==> config.mk <==
export PLATFORM = sky130hd
export DESIGN_NAME = card_bridge_system_config
export DESIGN_NICKNAME = d
export VERILOG_FILES = /design/src/card_bridge_pkg.sv /design/src/card_bridge_system_config.sv
export VERILOG_INCLUDE_DIRS = /design/src /design/src/src
export SDC_FILE = /design/constraint.sdc
export NUM_CORES = 1
export LEC_CHECK = 0
export ABC_AREA = 1
export BUFFER_PORTS_ARGS = -buffer_cell sky130_fd_sc_hd__clkbuf_2
export CORE_ASPECT_RATIO = 1.5
export CORE_MARGIN = 2
export CORE_UTILIZATION = 25
export CTS_CLUSTER_DIAMETER = 100
export DETAILED_ROUTE_END_ITERATION = 10
export MAX_ROUTING_LAYER = met4
export SLEW_MARGIN = 20
export SYNTH_ARGS = -nofsm -noshare
export SYNTH_HDL_FRONTEND = slang
export SYNTH_SLANG_ARGS = --single-unit
export TNS_END_PERCENT = 50
==> constraint.sdc <==
create_clock -name clock_i -period 1.4 [get_ports clock_i]
set_input_delay 0 -clock clock_i [delete_from_list [all_inputs] [get_ports clock_i]]
set_output_delay 0 -clock clock_i [all_outputs]
set_load 0.01 [all_outputs]
==> src/card_bridge_params.svh <==
// constants of the card bridge system configuration registers
`ifndef CARD_BRIDGE_PARAMS_SVH
`define CARD_BRIDGE_PARAMS_SVH

// configuration offsets, same in functions 0 and 1
`define LEGACY_BASE_OFFSET     8'h44
`define SYS_CTRL_OFFSET        8'h80

// reset values
`define LEGACY_BASE_RESET      32'h0000_0001
`define SYS_CTRL_RESET         32'h0044_9060
`define SYS_CTRL_LOW_FIXED     16'h9060

// system control field positions
`define IRQ_SLOT_SHIFT_HI      31
`define IRQ_SLOT_SHIFT_LO      30
`define MERGE_INT_LINES_BIT    29
`define SWITCH_CLOCK_DIR_BIT   27
`define POWER_EVENT_ROUTE_BIT  26
`define POWER_WRITE_FLAG_BIT   25
`define POWER_WRITE_IRQ_EN_BIT 24
`define SPARE_TERM_DRIVE_BIT   22
`define SUPPLY_GUARD_OFF_BIT   21
`define REDUCED_VIDEO_BIT      20
`define CARD_DMA_REQ_EN_BIT    19
`define DMA_CHANNEL_HI         18
`define DMA_CHANNEL_LO         16

// dma channel code meaning bus master, never forwarded
`define DMA_CHANNEL_UNUSED     3'h4

`endif

==> src/card_bridge_pkg.sv <==
// types shared by the card bridge system configuration logic
`default_nettype none

package card_bridge_pkg;

   // serialized interrupt slot stepping codes
   typedef enum logic [1:0] {
      STEP_B_C   = 2'h0,
      STEP_C_D   = 2'h1,
      STEP_C_D_2 = 2'h2,
      STEP_D_A   = 2'h3
   } slot_step_e;

   // configuration function number, one per socket
   typedef logic [0:0] cfg_func_t;

endpackage : card_bridge_pkg
`default_nettype wire

==> src/card_bridge_system_config.sv <==
// system configuration registers of the dual-socket card bridge
`timescale 1ns/1ps
`default_nettype none
`include "card_bridge_params.svh"

module card_bridge_system_config
   import card_bridge_pkg::*;
(
   input  wire logic        clock_i,
   input  wire logic        reset_i,
   // configuration access port
   input  wire logic        cfg_req_i,
   input  wire logic        cfg_write_i,
   input  wire cfg_func_t   cfg_func_i,
   input  wire logic [7:0]  cfg_addr_i,
   input  wire logic [3:0]  cfg_byte_en_i,
   input  wire logic [31:0] cfg_wdata_i,
   output var  logic        cfg_ack_o,
   output var  logic [31:0] cfg_rdata_o,
   // legacy index/data decode
   input  wire logic        io_valid_i,
   input  wire logic [31:0] io_addr_i,
   output var  logic        legacy_index_hit_o,
   output var  logic        legacy_data_hit_o,
   // socket power write events
   input  wire logic [1:0]  power_write_i,
   output var  logic        legacy_irq2_o,
   output var  logic [1:0]  card_status_change_o,
   // internal interrupts onto the serialized stream
   input  wire logic        int_a_i,
   input  wire logic        int_b_i,
   output var  logic [3:0]  serial_irq_line_o,
   // socket pins and controls
   input  wire logic [1:0]  card_inserted_i,
   input  wire logic [1:0]  card_dma_request_i,
   output var  logic        switch_clock_oe_n_o,
   output var  logic [1:0]  spare_terminals_oe_n_o,
   output var  logic [1:0]  supply_guard_en_o,
   output var  logic        card_addr_hi_oe_n_o,
   output var  logic [1:0]  dma_request_o,
   output var  logic [2:0]  dma_channel_sel_o
);

   // register state, shared unless per socket
   logic [31:1] legacy_base_reg,      legacy_base_next;
   logic [1:0]  irq_slot_shift_reg,   irq_slot_shift_next;
   logic        merge_int_lines_reg,  merge_int_lines_next;
   logic        switch_clock_dir_reg, switch_clock_dir_next;
   logic        power_event_route_reg, power_event_route_next;
   logic        power_write_irq_en_reg, power_write_irq_en_next;
   logic        spare_terminal_drive_reg, spare_terminal_drive_next;
   logic        reduced_video_reg,    reduced_video_next;
   logic        card_dma_req_en_reg,  card_dma_req_en_next;
   logic [2:0]  dma_channel_sel_reg,  dma_channel_sel_next;
   logic [1:0]  supply_guard_off_reg, supply_guard_off_next;
   logic [1:0]  power_write_flag_reg, power_write_flag_next;

   // access port answer
   logic        cfg_ack_reg,  cfg_ack_next;
   logic [31:0] cfg_rdata_reg, cfg_rdata_next;

   // pin synchronisers
   logic [1:0]  inserted_meta_reg, inserted_sync_reg;
   logic [1:0]  request_meta_reg,  request_sync_reg;

   // output flops
   logic        index_hit_reg,   index_hit_next;
   logic        data_hit_reg,    data_hit_next;
   logic        irq2_reg,        irq2_next;
   logic [1:0]  change_reg,      change_next;
   logic [3:0]  serial_irq_reg,  serial_irq_next;
   logic        clock_oe_n_reg,  clock_oe_n_next;
   logic [1:0]  spare_oe_n_reg,  spare_oe_n_next;
   logic [1:0]  guard_en_reg,    guard_en_next;
   logic        addr_oe_n_reg,   addr_oe_n_next;
   logic [1:0]  dma_req_reg,     dma_req_next;
   logic [2:0]  dma_chan_out_reg, dma_chan_out_next;

   // decoded access
   logic        hit_base;
   logic        hit_ctrl;
   logic        wr_base;
   logic        wr_ctrl;
   logic [31:0] ctrl_view;
   logic [31:0] index_addr;
   logic [31:0] data_addr;
   slot_step_e  step;

   assign hit_base = (cfg_addr_i == `LEGACY_BASE_OFFSET);
   assign hit_ctrl = (cfg_addr_i == `SYS_CTRL_OFFSET);
   // same decode whatever the function number; base storage is shared, per-socket control bits follow the function
   assign wr_base  = cfg_req_i & cfg_write_i & hit_base;
   assign wr_ctrl  = cfg_req_i & cfg_write_i & hit_ctrl;
   assign step     = slot_step_e'(irq_slot_shift_reg);

   // read view of system control; per-socket bits follow the function
   always_comb begin
      ctrl_view = {irq_slot_shift_reg,
                   merge_int_lines_reg,
                   1'b0,
                   switch_clock_dir_reg,
                   power_event_route_reg,
                   power_write_flag_reg[cfg_func_i],
                   power_write_irq_en_reg,
                   1'b0,
                   spare_terminal_drive_reg,
                   supply_guard_off_reg[cfg_func_i],
                   reduced_video_reg,
                   card_dma_req_en_reg,
                   dma_channel_sel_reg,
                   `SYS_CTRL_LOW_FIXED};
   end

   // register file next state; bit 0 of the base is never stored
   always_comb begin
      legacy_base_next          = legacy_base_reg;
      irq_slot_shift_next       = irq_slot_shift_reg;
      merge_int_lines_next      = merge_int_lines_reg;
      switch_clock_dir_next     = switch_clock_dir_reg;
      power_event_route_next    = power_event_route_reg;
      power_write_irq_en_next   = power_write_irq_en_reg;
      spare_terminal_drive_next = spare_terminal_drive_reg;
      reduced_video_next        = reduced_video_reg;
      card_dma_req_en_next      = card_dma_req_en_reg;
      dma_channel_sel_next      = dma_channel_sel_reg;
      supply_guard_off_next     = supply_guard_off_reg;
      power_write_flag_next     = power_write_flag_reg;
      if (wr_base) begin
         if (cfg_byte_en_i[0]) legacy_base_next[7:1]   = cfg_wdata_i[7:1];
         if (cfg_byte_en_i[1]) legacy_base_next[15:8]  = cfg_wdata_i[15:8];
         if (cfg_byte_en_i[2]) legacy_base_next[23:16] = cfg_wdata_i[23:16];
         if (cfg_byte_en_i[3]) legacy_base_next[31:24] = cfg_wdata_i[31:24];
      end
      // global bits accepted from either function; software uses function 0
      if (wr_ctrl && cfg_byte_en_i[3]) begin
         irq_slot_shift_next     = cfg_wdata_i[`IRQ_SLOT_SHIFT_HI:`IRQ_SLOT_SHIFT_LO];
         merge_int_lines_next    = cfg_wdata_i[`MERGE_INT_LINES_BIT];
         switch_clock_dir_next   = cfg_wdata_i[`SWITCH_CLOCK_DIR_BIT];
         power_event_route_next  = cfg_wdata_i[`POWER_EVENT_ROUTE_BIT];
         power_write_irq_en_next = cfg_wdata_i[`POWER_WRITE_IRQ_EN_BIT];
         if (cfg_wdata_i[`POWER_WRITE_FLAG_BIT]) begin
            power_write_flag_next[cfg_func_i] = 1'b0;
         end
      end
      if (wr_ctrl && cfg_byte_en_i[2]) begin
         spare_terminal_drive_next         = cfg_wdata_i[`SPARE_TERM_DRIVE_BIT];
         supply_guard_off_next[cfg_func_i] = cfg_wdata_i[`SUPPLY_GUARD_OFF_BIT];
         reduced_video_next                = cfg_wdata_i[`REDUCED_VIDEO_BIT];
         card_dma_req_en_next              = cfg_wdata_i[`CARD_DMA_REQ_EN_BIT];
         dma_channel_sel_next              = cfg_wdata_i[`DMA_CHANNEL_HI:`DMA_CHANNEL_LO];
      end
      // low half, bits 28 and 23 and base bit 0 have no storage at all
      // a power write in the clearing cycle still sets: set wins
      if (power_write_irq_en_reg) begin
         power_write_flag_next = power_write_flag_next | power_write_i;
      end
   end

   // access answer one cycle after the request
   always_comb begin
      cfg_ack_next   = cfg_req_i;
      cfg_rdata_next = 32'h0000_0000;
      if (cfg_req_i && !cfg_write_i) begin
         if (hit_base) begin
            cfg_rdata_next = {legacy_base_reg, 1'b1};
         end else if (hit_ctrl) begin
            cfg_rdata_next = ctrl_view;
         end
      end
   end

   // global reset is the only reset that loads the field reset values
   always_ff @(posedge clock_i) begin
      if (reset_i) begin
         legacy_base_reg          <= 31'h0000_0000;
         irq_slot_shift_reg       <= 2'h0;
         merge_int_lines_reg      <= 1'b0;
         switch_clock_dir_reg     <= 1'b0;
         power_event_route_reg    <= 1'b0;
         power_write_irq_en_reg   <= 1'b0;
         spare_terminal_drive_reg <= 1'b1;
         reduced_video_reg        <= 1'b0;
         card_dma_req_en_reg      <= 1'b0;
         dma_channel_sel_reg      <= `DMA_CHANNEL_UNUSED;
         supply_guard_off_reg     <= 2'h0;
         power_write_flag_reg     <= 2'h0;
         cfg_ack_reg              <= 1'b0;
         cfg_rdata_reg            <= 32'h0000_0000;
      end else begin
         legacy_base_reg          <= legacy_base_next;
         irq_slot_shift_reg       <= irq_slot_shift_next;
         merge_int_lines_reg      <= merge_int_lines_next;
         switch_clock_dir_reg     <= switch_clock_dir_next;
         power_event_route_reg    <= power_event_route_next;
         power_write_irq_en_reg   <= power_write_irq_en_next;
         spare_terminal_drive_reg <= spare_terminal_drive_next;
         reduced_video_reg        <= reduced_video_next;
         card_dma_req_en_reg      <= card_dma_req_en_next;
         dma_channel_sel_reg      <= dma_channel_sel_next;
         supply_guard_off_reg     <= supply_guard_off_next;
         power_write_flag_reg     <= power_write_flag_next;
         cfg_ack_reg              <= cfg_ack_next;
         cfg_rdata_reg            <= cfg_rdata_next;
      end
   end

   // two flops on every socket pin before use
   always_ff @(posedge clock_i) begin
      if (reset_i) begin
         inserted_meta_reg <= 2'h0;
         inserted_sync_reg <= 2'h0;
         request_meta_reg  <= 2'h0;
         request_sync_reg  <= 2'h0;
      end else begin
         inserted_meta_reg <= card_inserted_i;
         inserted_sync_reg <= inserted_meta_reg;
         request_meta_reg  <= card_dma_request_i;
         request_sync_reg  <= request_meta_reg;
      end
   end

   // index and data addresses; bit 0 is forced low for the index, high for the data
   assign index_addr = {legacy_base_reg, 1'b0};
   assign data_addr  = {legacy_base_reg, 1'b1};

   // behaviour steered by the fields, registered onto the outputs
   always_comb begin
      logic ia;
      logic ib;
      ia = int_a_i | (merge_int_lines_reg & int_b_i);
      ib = int_b_i & ~merge_int_lines_reg;
      index_hit_next = io_valid_i && (io_addr_i == index_addr);
      data_hit_next  = io_valid_i && (io_addr_i == data_addr);
      // events only leave the block while interrupts are enabled
      irq2_next = power_write_irq_en_reg & ~power_event_route_reg & (|power_write_i);
      change_next = {2{power_write_irq_en_reg & power_event_route_reg}} & power_write_i;
      // slot order in the vector: [0]=A [1]=B [2]=C [3]=D
      unique case (step)
         STEP_B_C:   serial_irq_next = {1'b0, ib, ia, 1'b0};
         STEP_C_D,
         STEP_C_D_2: serial_irq_next = {ib, ia, 1'b0, 1'b0};
         STEP_D_A:   serial_irq_next = {ia, 1'b0, 1'b0, ib};
      endcase
      clock_oe_n_next   = ~switch_clock_dir_reg;
      // terminals float unless a card sits in the socket
      spare_oe_n_next   = ~({2{spare_terminal_drive_reg}} & inserted_sync_reg);
      guard_en_next     = ~supply_guard_off_reg;
      addr_oe_n_next    = reduced_video_reg;
      // code 4 names the bus master and never carries a card request
      dma_req_next      = {2{card_dma_req_en_reg && (dma_channel_sel_reg != `DMA_CHANNEL_UNUSED)}}
                          & request_sync_reg;
      dma_chan_out_next = dma_channel_sel_reg;
   end

   // output flops
   always_ff @(posedge clock_i) begin
      if (reset_i) begin
         index_hit_reg    <= 1'b0;
         data_hit_reg     <= 1'b0;
         irq2_reg         <= 1'b0;
         change_reg       <= 2'h0;
         serial_irq_reg   <= 4'h0;
         clock_oe_n_reg   <= 1'b1;
         spare_oe_n_reg   <= 2'h3;
         guard_en_reg     <= 2'h3;
         addr_oe_n_reg    <= 1'b0;
         dma_req_reg      <= 2'h0;
         dma_chan_out_reg <= `DMA_CHANNEL_UNUSED;
      end else begin
         index_hit_reg    <= index_hit_next;
         data_hit_reg     <= data_hit_next;
         irq2_reg         <= irq2_next;
         change_reg       <= change_next;
         serial_irq_reg   <= serial_irq_next;
         clock_oe_n_reg   <= clock_oe_n_next;
         spare_oe_n_reg   <= spare_oe_n_next;
         guard_en_reg     <= guard_en_next;
         addr_oe_n_reg    <= addr_oe_n_next;
         dma_req_reg      <= dma_req_next;
         dma_chan_out_reg <= dma_chan_out_next;
      end
   end

   assign cfg_ack_o              = cfg_ack_reg;
   assign cfg_rdata_o            = cfg_rdata_reg;
   assign legacy_index_hit_o     = index_hit_reg;
   assign legacy_data_hit_o      = data_hit_reg;
   assign legacy_irq2_o          = irq2_reg;
   assign card_status_change_o   = change_reg;
   assign serial_irq_line_o      = serial_irq_reg;
   assign switch_clock_oe_n_o    = clock_oe_n_reg;
   assign spare_terminals_oe_n_o = spare_oe_n_reg;
   assign supply_guard_en_o      = guard_en_reg;
   assign card_addr_hi_oe_n_o    = addr_oe_n_reg;
   assign dma_request_o          = dma_req_reg;
   assign dma_channel_sel_o      = dma_chan_out_reg;

endmodule : card_bridge_system_config
`default_nettype wire

==> Yosys cells after proc, flatten, opt, wreduce, memory -nomap -nowiden <==
Cells that the tools add are included.
{ "word_totals": {"word_cells": 92, "register_bits": 108} }
{ "op_classes": {"n_eq_ne": 8, "n_bitwise": 21, "reduce_logical": 16, "n_mux": 13, "n_lt_le_gt_ge": 2} }
{ "op_table": {"columns": ["operator", "n"], "rows": [
  ["32-bit == test", 2],
  ["32-bit two-way mux", 2],
  ["4-bit case mux with 3 select lines", 1],
  ["1-bit AND", 8],
  ["2-bit AND", 4],
  ["8-bit by 7-bit == test with 1-bit output (second input constant)", 1],
  ["8-bit == test (second input constant)", 1],
  ["2-bit AND reduction", 4],
  ["1-bit logical AND", 7],
  ["2-bit two-way mux", 3],
  ["2-bit inverter", 3],
  ["2-bit OR reduction", 3],
  ["1-bit two-way mux", 5],
  ["2-bit == test (second input constant)", 2],
  ["1-bit inverter", 4],
  ["3-bit inequality test (second input constant)", 1],
  ["2-bit bitwise mux", 1],
  ["2-bit by 1-bit == test with 1-bit output (second input constant)", 1],
  ["2-bit zero test", 1],
  ["1-bit by 2-bit less-than comparator with 1-bit output (second input constant)", 1],
  ["2-bit bitwise OR", 1],
  ["1-bit demux with 1-bit select", 1],
  ["1-bit greater-or-equal comparator (second input constant)", 1],
  ["1-bit zero test", 1],
  ["1-bit bitwise OR", 1]
]} }

==> Depth between registers and ports, before layout <==
Gate-level depths: netlist of the first run.
{ "logic_depth": {"word_depth": 10, "depth_mapped": 10} }

==> Worst setup path before layout of the first run <==
OpenSTA, ideal clock, no wires.
{ "synth_timing": {"path_kind": "register to register", "startpoint": "register irq_slot_shift_reg[0]", "endpoint": "register serial_irq_reg[3] (netlist: serial_irq_line_o[3])", "t_arrival_ps": 886, "n_path_buf": 0, "required_ps": 1325, "stages_incl_launch_ff": 6, "period_less_slack_ps": 961, "setup_ps": 75, "setup_slack_ps": 439, "cell_sequence": "dfxtp_1 > inv_1 > ha_1 > nor2_1 > nand2_1 > o22ai_1"} }
{ "synth_via": {"elab_chain_cells": 3, "word_cells_on_any_way": 6, "cone_classes": "3 x eq/ne; 1 x mux; 2 x reduce/logical"} }
{ "synth_rtl": {"columns": ["item", "line_no", "rtl"], "rows": [
  ["start, declared", "card_bridge_system_config.sv:46", "logic [1:0] irq_slot_shift_reg, irq_slot_shift_next;"],
  ["start signal, assigned", "card_bridge_system_config.sv:191", "irq_slot_shift_reg <= irq_slot_shift_next;"],
  ["2-bit by 1-bit == test with 1-bit output / 2-bit == test (equally long branches)", "card_bridge_system_config.sv:238", "unique case (step)"],
  ["2-bit OR reduction", "card_bridge_system_config.sv:238", null],
  ["4-bit case mux with 3 select lines (*)", "card_bridge_system_config.sv:238", null],
  ["end signal, assigned", "card_bridge_system_config.sv:274", "serial_irq_reg <= serial_irq_next;"],
  ["end, declared", "card_bridge_system_config.sv:71", "logic [3:0] serial_irq_reg, serial_irq_next;"]
]} }
Every way passes the cells marked *; elsewhere a longest branch is shown, timed or not.
A chain may end at the register's enable or synchronous reset.

==> Worst setup path after layout of the first run <==
{ "layout_timing": {"startpoint": "input cfg_req_i", "endpoint": "register cfg_rdata_reg[12] (netlist: cfg_rdata_o[12])"} }
{ "layout_via": {"elab_chain_cells": 3} }
{ "layout_rtl": {"columns": ["item", "line_no", "rtl"], "rows": [
  ["start, declared", "card_bridge_system_config.sv:12", "input wire logic cfg_req_i,"],
  ["1-bit logical AND", "card_bridge_system_config.sv:163", "if (cfg_req_i && !cfg_write_i) begin"],
  ["1-bit inverter (no source line)", null, null],
  ["2-bit OR reduction (no source line)", null, null],
  ["end signal, assigned", "card_bridge_system_config.sv:203", "cfg_rdata_reg <= cfg_rdata_next;"],
  ["end, declared", "card_bridge_system_config.sv:60", "logic [31:0] cfg_rdata_reg, cfg_rdata_next;"]
]} }
Every way passes these cells.

==> impl_metrics.py, run 1 <==
metrics = {
    "yosys": {
        "yosys_warnings": 0,
        "synth_top_area_share_pct": 50.1,
        "synth_area_um2": 4310,
        "synth_fp_nets": 661,
        "synth_edf_count": 0,
        "async_flop_share_pct": 0,
        "ys.flop_type": "dfxtp_1",
        "yosys.area.top_type": "dfxtp_1",
        "synth.avg_cell_area_um2": 7.58,
        "synth_cells": 569,
        "ys_ff_latch": 108,
        "ys_types": 32,
        "synth.yosys.seq_area_share_pct": 50.1,
        "synth_area_leaders": "dfxtp_1 (50%), nand2_1 (12%), nor2_1 (11%), inv_1 (6.7%), xor2_1 (3.5%)",
    },
    "final_layout": {
        "synthToLayoutAreaGrowth_pct": 38.8,
        "mostFrequentLayoutCells": "clkbuf_2 (141), nand2_1 (135), nor2_1 (129), dfxtp_1 (108), inv_1 (76)",
        "fin_area_um2": 5990,
        "layout_commonest_cell": "clkbuf_2",
        "finalNonFillerCells": 972,
        "drive_gt1_share_pct": 24.8,
        "insertedDiodeCount": 0,
        "largest_reg_flops": 32,
        "fin_nets": 850,
    },
    "die": {
        "core.rowCount": 58,
        "die_w_um": 111,
        "initial_core_util_pct": 25.6,
        "die_h_um": 165,
        "die_area_um2": 18300,
        "core_area_um2": 16800,
        "boundaryPins": 143,
    },
    "grt": {
        "grt_overflow_total": 0,
        "antenna_found_initial": 0,
        "grt_max_degree": 26,
        "grt_pass1_vias": 3902,
        "grt_first_pass_wirelength_mm": 19.0,
        "track_usage_pct": 13.8,
    },
    "sta": {
        "fmax_ghz": 0.780,
        "rsz0062_at_grt": "false",
        "min_period_ps": 1280,
        "fin_ws_ps": 118,
        "finalCritPeriodShare_pct": 91.6,
        "hold_ws_ps": 62.0,
        "setup_violations": 0,
        "slew_viol_final": 0,
        "fin_worst_skew_ps": 7.82,
        "slew_headroom_pct": 65.8,
        "finalHoldViolations": 0,
        "tns_ps": 0,
        "tightest_slew_ps": 506,
    },
    "power": {
        "p_comb_share_pct": 7.3,
        "power.switching_mw": 1.33,
        "sw_frac_of_total_pct": 22.1,
        "seq_power_share_pct": 51.4,
        "clkPwrFrac_pct": 41.4,
        "p_leak_nw": 3.02,
        "powerDensity_nw_per_um2": 1010,
        "peakVddDrop_v": 0.000429,
        "internal_power_mw": 4.69,
    },
    "drt": {
        "drt-total-wl_mm": 12.2,
        "vias": 3984,
        "topRoutingLayerUsed": "met4",
        "m1WireLength_mm": 5.02,
        "ant_nets": 0,
        "drc_errors": 0,
        "vias_per_cell": 4.10,
        "drtIter0Drc": 122,
        "routedWlPerCell_um": 12.5,
        "wl_met2_mm": 6.24,
        "dr.pass1.iters": 4,
        "route.met3.wl_um": 563,
    },
    "setup_path": {
        "r2r_slack_ps": 300,
        "r2r_start": "legacy_base_reg[12]",
        "start_kind": "input port",
        "arrival_ps": 1510,
        "end_kind": "register",
        "path_class": "input port to register",
        "cp_max_fo": 11,
        "rr_worst_depth": 8,
        "r2r-end": "legacy_data_hit_o",
        "critPathRequiredTime_ps": 1630,
    },
    "clock_tree": {
        "cts-root-buf": "clkbuf_16",
        "clk_path_buf_depth": 2,
        "clk_pin_slew_ps": 70,
        "cts_tree": "done",
        "insertion_delay_ps": 350,
        "post_cts_buffers": 0,
        "numCtsBuffers": 9,
        "cts.sinks": 108,
        "htreeDepth": 3,
    },
    "placement": {
        "placed_area_um2": 5270,
        "place_ws_ps": 187,
        "hpwlAfterDp_mm": 9.16,
        "port_buffers": 141,
        "gp_congestion": 0.823,
        "placed_cells": 914,
    },
    "hold_path": {
        "hp-class": "input port to register",
        "min_to": "supply_guard_off_reg[0]",
        "hp-start": "cfg_byte_en_i[2]",
        "holdPathStages": 4,
    },
    "run_status": {
        "status": "finished clean",
    },
    "job": {
        "drv_cap": 0,
    },
}
## power by group through the flow
stage,sequential (mW),combinational (mW),clock [mW]
3_3_place_gp,3.16,0.344,0
2_1_floorplan,3.17,0.138,0
5_1_grt,3.09,0.485,2.71
3_5_place_dp,3.16,0.346,0
6_report,3.09,0.437,2.49
4_1_cts,3.09,0.442,2.59
## routing by layer
metal	GRT usage (%)	vias up
met4	6.17	0
met1	14.8	1768
li1	-	2094
met3	2.72	21
met5	-	-
met2	24.6	101
## timing repair
action | in CTS | in global routing
hold endpoints to repair | 60 | 0
gates resized for setup | 0 | 1
hold buffers | 43 | 0
setup endpoints to repair | 0 | 9
## metrics by stage
step / util [%] / total power, mW
after floorplan: - / 3.30
after global placement: 31.3 / 3.51
after detailed placement: 31.3 / 3.51
after CTS: 35.6 / 6.12
after global routing: 35.6 / 6.29
final: 35.6 / 6.02
## critical path, cell delays in order
cell and delay, ps:
dlygate4sd3_1 540, clkbuf_2 110, inv_1 90, nor2_4 40, nand2_1 60, inv_2 40
and2_2 240, nand2_2 140, buf_12 160, o21ai_0 80
## cells in the mapped netlist (2+ instances only)
cell,number
nand3_1,17
nor3_1,3
nand3_2,3
buf_6,4
xor2_1,17
xnor2_1,6
buf_2,7
dfxtp_1,108
nor2_1,129
clkbuf_1,6
ha_1,2
o21ai_1,2
o21ai_0,9
inv_2,2
nand2_1,135
o22ai_1,5
nor2_4,2
o22ai_2,6
inv_1,77
nand2_2,3
nand4_1,7
a21oi_1,9
## final cells by class
class | instances | area (µm²)
Timing Repair Buffer | 196 | 1240
Clock inverter | 5 | 53.8
Multi-Input combinational cell | 364 | 1740
Fill cell | 1783 | 10800
Tap cell | 210 | 263
Clock buffer | 10 | 229
Inverter | 79 | 297
Sequential cell | 108 | 2160
## worst max path at each step
stage                     startpoint                    to  cells past startpoint
2_1_floorplan  irq_slot_shift_reg[0]  serial_irq_line_o[3]                      5
3_3_place_gp           cfg_addr_i[5]   legacy_base_reg[28]                      7
3_5_place_dp           cfg_addr_i[5]   legacy_base_reg[28]                      7
4_1_cts                    cfg_req_i   legacy_base_reg[12]                      9
5_1_grt                    cfg_req_i       cfg_rdata_o[12]                     10
6_report                   cfg_req_i       cfg_rdata_o[12]                     10
## cell families after synthesis
| family | after synthesis | synth area share, % |
|---|---|---|
| AND/OR/NAND/NOR | 305 | 29.8 |
| flip-flops | 108 | 50.1 |
| buffers and inverters | 97 | 9.43 |
| AO/OA/AOI/OAI | 34 | 5.37 |
| XOR/XNOR | 23 | 4.67 |
| adder cells (fa/ha/maj) | 2 | 0.580 |
No activity file was read; power rests on OpenSTA's default activity.
==> run 2: changes to the inputs <==
--- a/config.mk
+++ b/config.mk
@@ -7,13 +7,13 @@
 export NUM_CORES = 1
 export LEC_CHECK = 0
 export ABC_AREA = 1
-export BUFFER_PORTS_ARGS = -buffer_cell sky130_fd_sc_hd__clkbuf_2
+export BUFFER_PORTS_ARGS = -buffer_cell sky130_fd_sc_hd__buf_2
 export CORE_ASPECT_RATIO = 1.5
 export CORE_MARGIN = 2
 export CORE_UTILIZATION = 25
 export CTS_CLUSTER_DIAMETER = 100
 export DETAILED_ROUTE_END_ITERATION = 10
-export MAX_ROUTING_LAYER = met4
+export SKIP_CTS_REPAIR_TIMING = 1
 export SLEW_MARGIN = 20
 export SYNTH_ARGS = -nofsm -noshare
 export SYNTH_HDL_FRONTEND = slang
==> run 2 against run 1 <==
Total power up 0.68%; cell count up 0.31%; clock-buffer cell count down 1; global-route usage down 0.86 points; via count down 0.15%; maximum frequency up 1.9%; clock power up 2%; first-iteration DRC count up 53%; hold slack worse by 37 ps; largest cell class unchanged.
==> impl_metrics.py, run 2 (synthesis gave the netlist of run 1 again) <==
metrics = {
    "run_status": {
        "status": "finished clean",
    },
    "final_layout": {
        "fin_nets": 852,
        "synthToLayoutAreaGrowth_pct": 39.7,
        "fin_util_pct": 35.8,
        "drive_gt1_share_pct": 25.1,
        "fin_area_um2": 6020,
        "mostFrequentLayoutCells": "buf_2 (141), nand2_1 (135), nor2_1 (129), dfxtp_1 (108), inv_1 (77)",
        "layout_commonest_cell": "buf_2",
        "insertedDiodeCount": 0,
        "largest_reg_flops": 32,
    },
    "sta": {
        "min_period_ps": 1260,
        "fin_worst_skew_ps": 10.9,
        "slew_headroom_pct": 64.1,
        "fin_ws_ps": 142,
        "tightest_slew_ps": 531,
        "slew_viol_final": 0,
        "hold_ws_ps": 25.1,
        "finalCritPeriodShare_pct": 89.9,
        "setup_violations": 0,
        "fmax_ghz": 0.795,
        "finalHoldViolations": 0,
    },
    "placement": {
        "placed_area_um2": 5300,
        "place_ws_ps": 161,
        "port_buffers": 141,
        "gp_congestion": 0.803,
        "hpwlAfterDp_mm": 9.10,
    },
    "power": {
        "powerDensity_nw_per_um2": 1010,
        "peakVddDrop_v": 0.000485,
        "p_leak_nw": 3.06,
    },
    "drt": {
        "drt-total-wl_mm": 12.1,
        "drtIter0Drc": 187,
        "topRoutingLayerUsed": "met4",
        "wl_met2_mm": 6.19,
        "dr.pass1.iters": 4,
        "ant_nets": 0,
        "vias": 3978,
        "route.met3.wl_um": 604,
        "drc_errors": 0,
        "vias_per_cell": 4.08,
        "routedWlPerCell_um": 12.4,
        "m1WireLength_mm": 5.05,
    },
    "setup_path": {
        "cp_max_fo": 11,
        "start_kind": "input port",
        "crit_start": "reset_i",
        "path_cells": "dlygate4sd3_1, buf_2, nor2_4, nand2_1, inv_2, and2_2, nand2_2, buf_12, o22ai_1",
        "end_kind": "register",
        "crit_buf_inv": 4,
        "path_class": "input port to register",
        "arrival_ps": 1540,
        "critPathTopFamily": "buffers and inverters",
        "critPathSlowestCell": "dlygate4sd3_1",
        "r2r_start": "legacy_base_reg[22]",
        "critPathRequiredTime_ps": 1680,
        "cpPeakStageDelay_ps": 530,
    },
    "grt": {
        "grt_pass1_vias": 3570,
        "antenna_found_initial": 0,
        "track_usage_pct": 12.9,
        "grt_max_degree": 28,
        "grt_overflow_total": 0,
        "grt_first_pass_wirelength_mm": 18.2,
    },
    "die": {
        "die_area_um2": 18300,
        "boundaryPins": 143,
        "core_area_um2": 16800,
        "die_h_um": 165,
        "die_w_um": 111,
        "core.rowCount": 58,
        "initial_core_util_pct": 25.6,
    },
    "clock_tree": {
        "clk_path_buf_depth": 2,
        "insertion_delay_ps": 350,
        "cts_tree": "done",
        "cts-root-buf": "clkbuf_16",
        "htreeDepth": 3,
        "cts.sinks": 108,
        "clk_pin_slew_ps": 80,
        "numCtsBuffers": 9,
    },
    "job": {
        "drv_cap": 0,
    },
    "hold_path": {
        "hp-start": "cfg_byte_en_i[3]",
        "hp-class": "input port to register",
    },
}
[run 2: cell count changes in the layout (fill, tap and decap cells not counted), sizes merged]
cell	change
inv	+4
clkinv	-1
buf	+143
clkbuf	-142
bufinv	-1
[run 2: layout make-up]
type | instances | area [µm²]
clock buffer | 9 | 225
clock inverter | 7 | 66.3
fill | 1765 | 10800
inverter | 79 | 297
multi-input combinational | 364 | 1740
sequential | 108 | 2160
tap | 210 | 263
timing repair buffer | 198 | 1270
[run 2: power breakdown]
part / switching [mW] / internal (mW)
sequential: 0.00436 / 3.09
combinational: 0.207 / 0.237
clock: 1.27 / 1.26
[run 2: through the flow]
stage | power, mW | cells | TNS [ps]
4_1_cts | 6.05 | 932 | 0
2_1_floorplan | 3.30 | 569 | 0
6_report | 6.06 | 975 | 0
3_5_place_dp | 3.52 | 916 | 0
3_3_place_gp | 3.51 | 916 | 0
5_1_grt | 6.34 | 975 | -7.12
[run 2: metal layers]
layer / up-vias / global-route usage (%)
li1: 2099 / -
met1: 1756 / 14.6
met2: 102 / 22.7
met3: 21 / 3.52
met4: 0 / 5.89
met5: - / 0
[run 2: tightest hold or removal path, delay by kind of cell]
kind                   cells  cell delay, ps
AO/OA/AOI/OAI              1              60
buffers and inverters      1             170
AND/OR/NAND/NOR            1             100
[run 2: path summary, 6_finish.rpt]
kind / slack, ps / end / cells past startpoint
max: 140 / cfg_rdata_o[18] / 9
min: 30 / switch_clock_dir_reg / 3
max reg2reg: 250 / legacy_data_hit_o / 6
min reg2reg: 390 / supply_guard_en_o[1] / 1
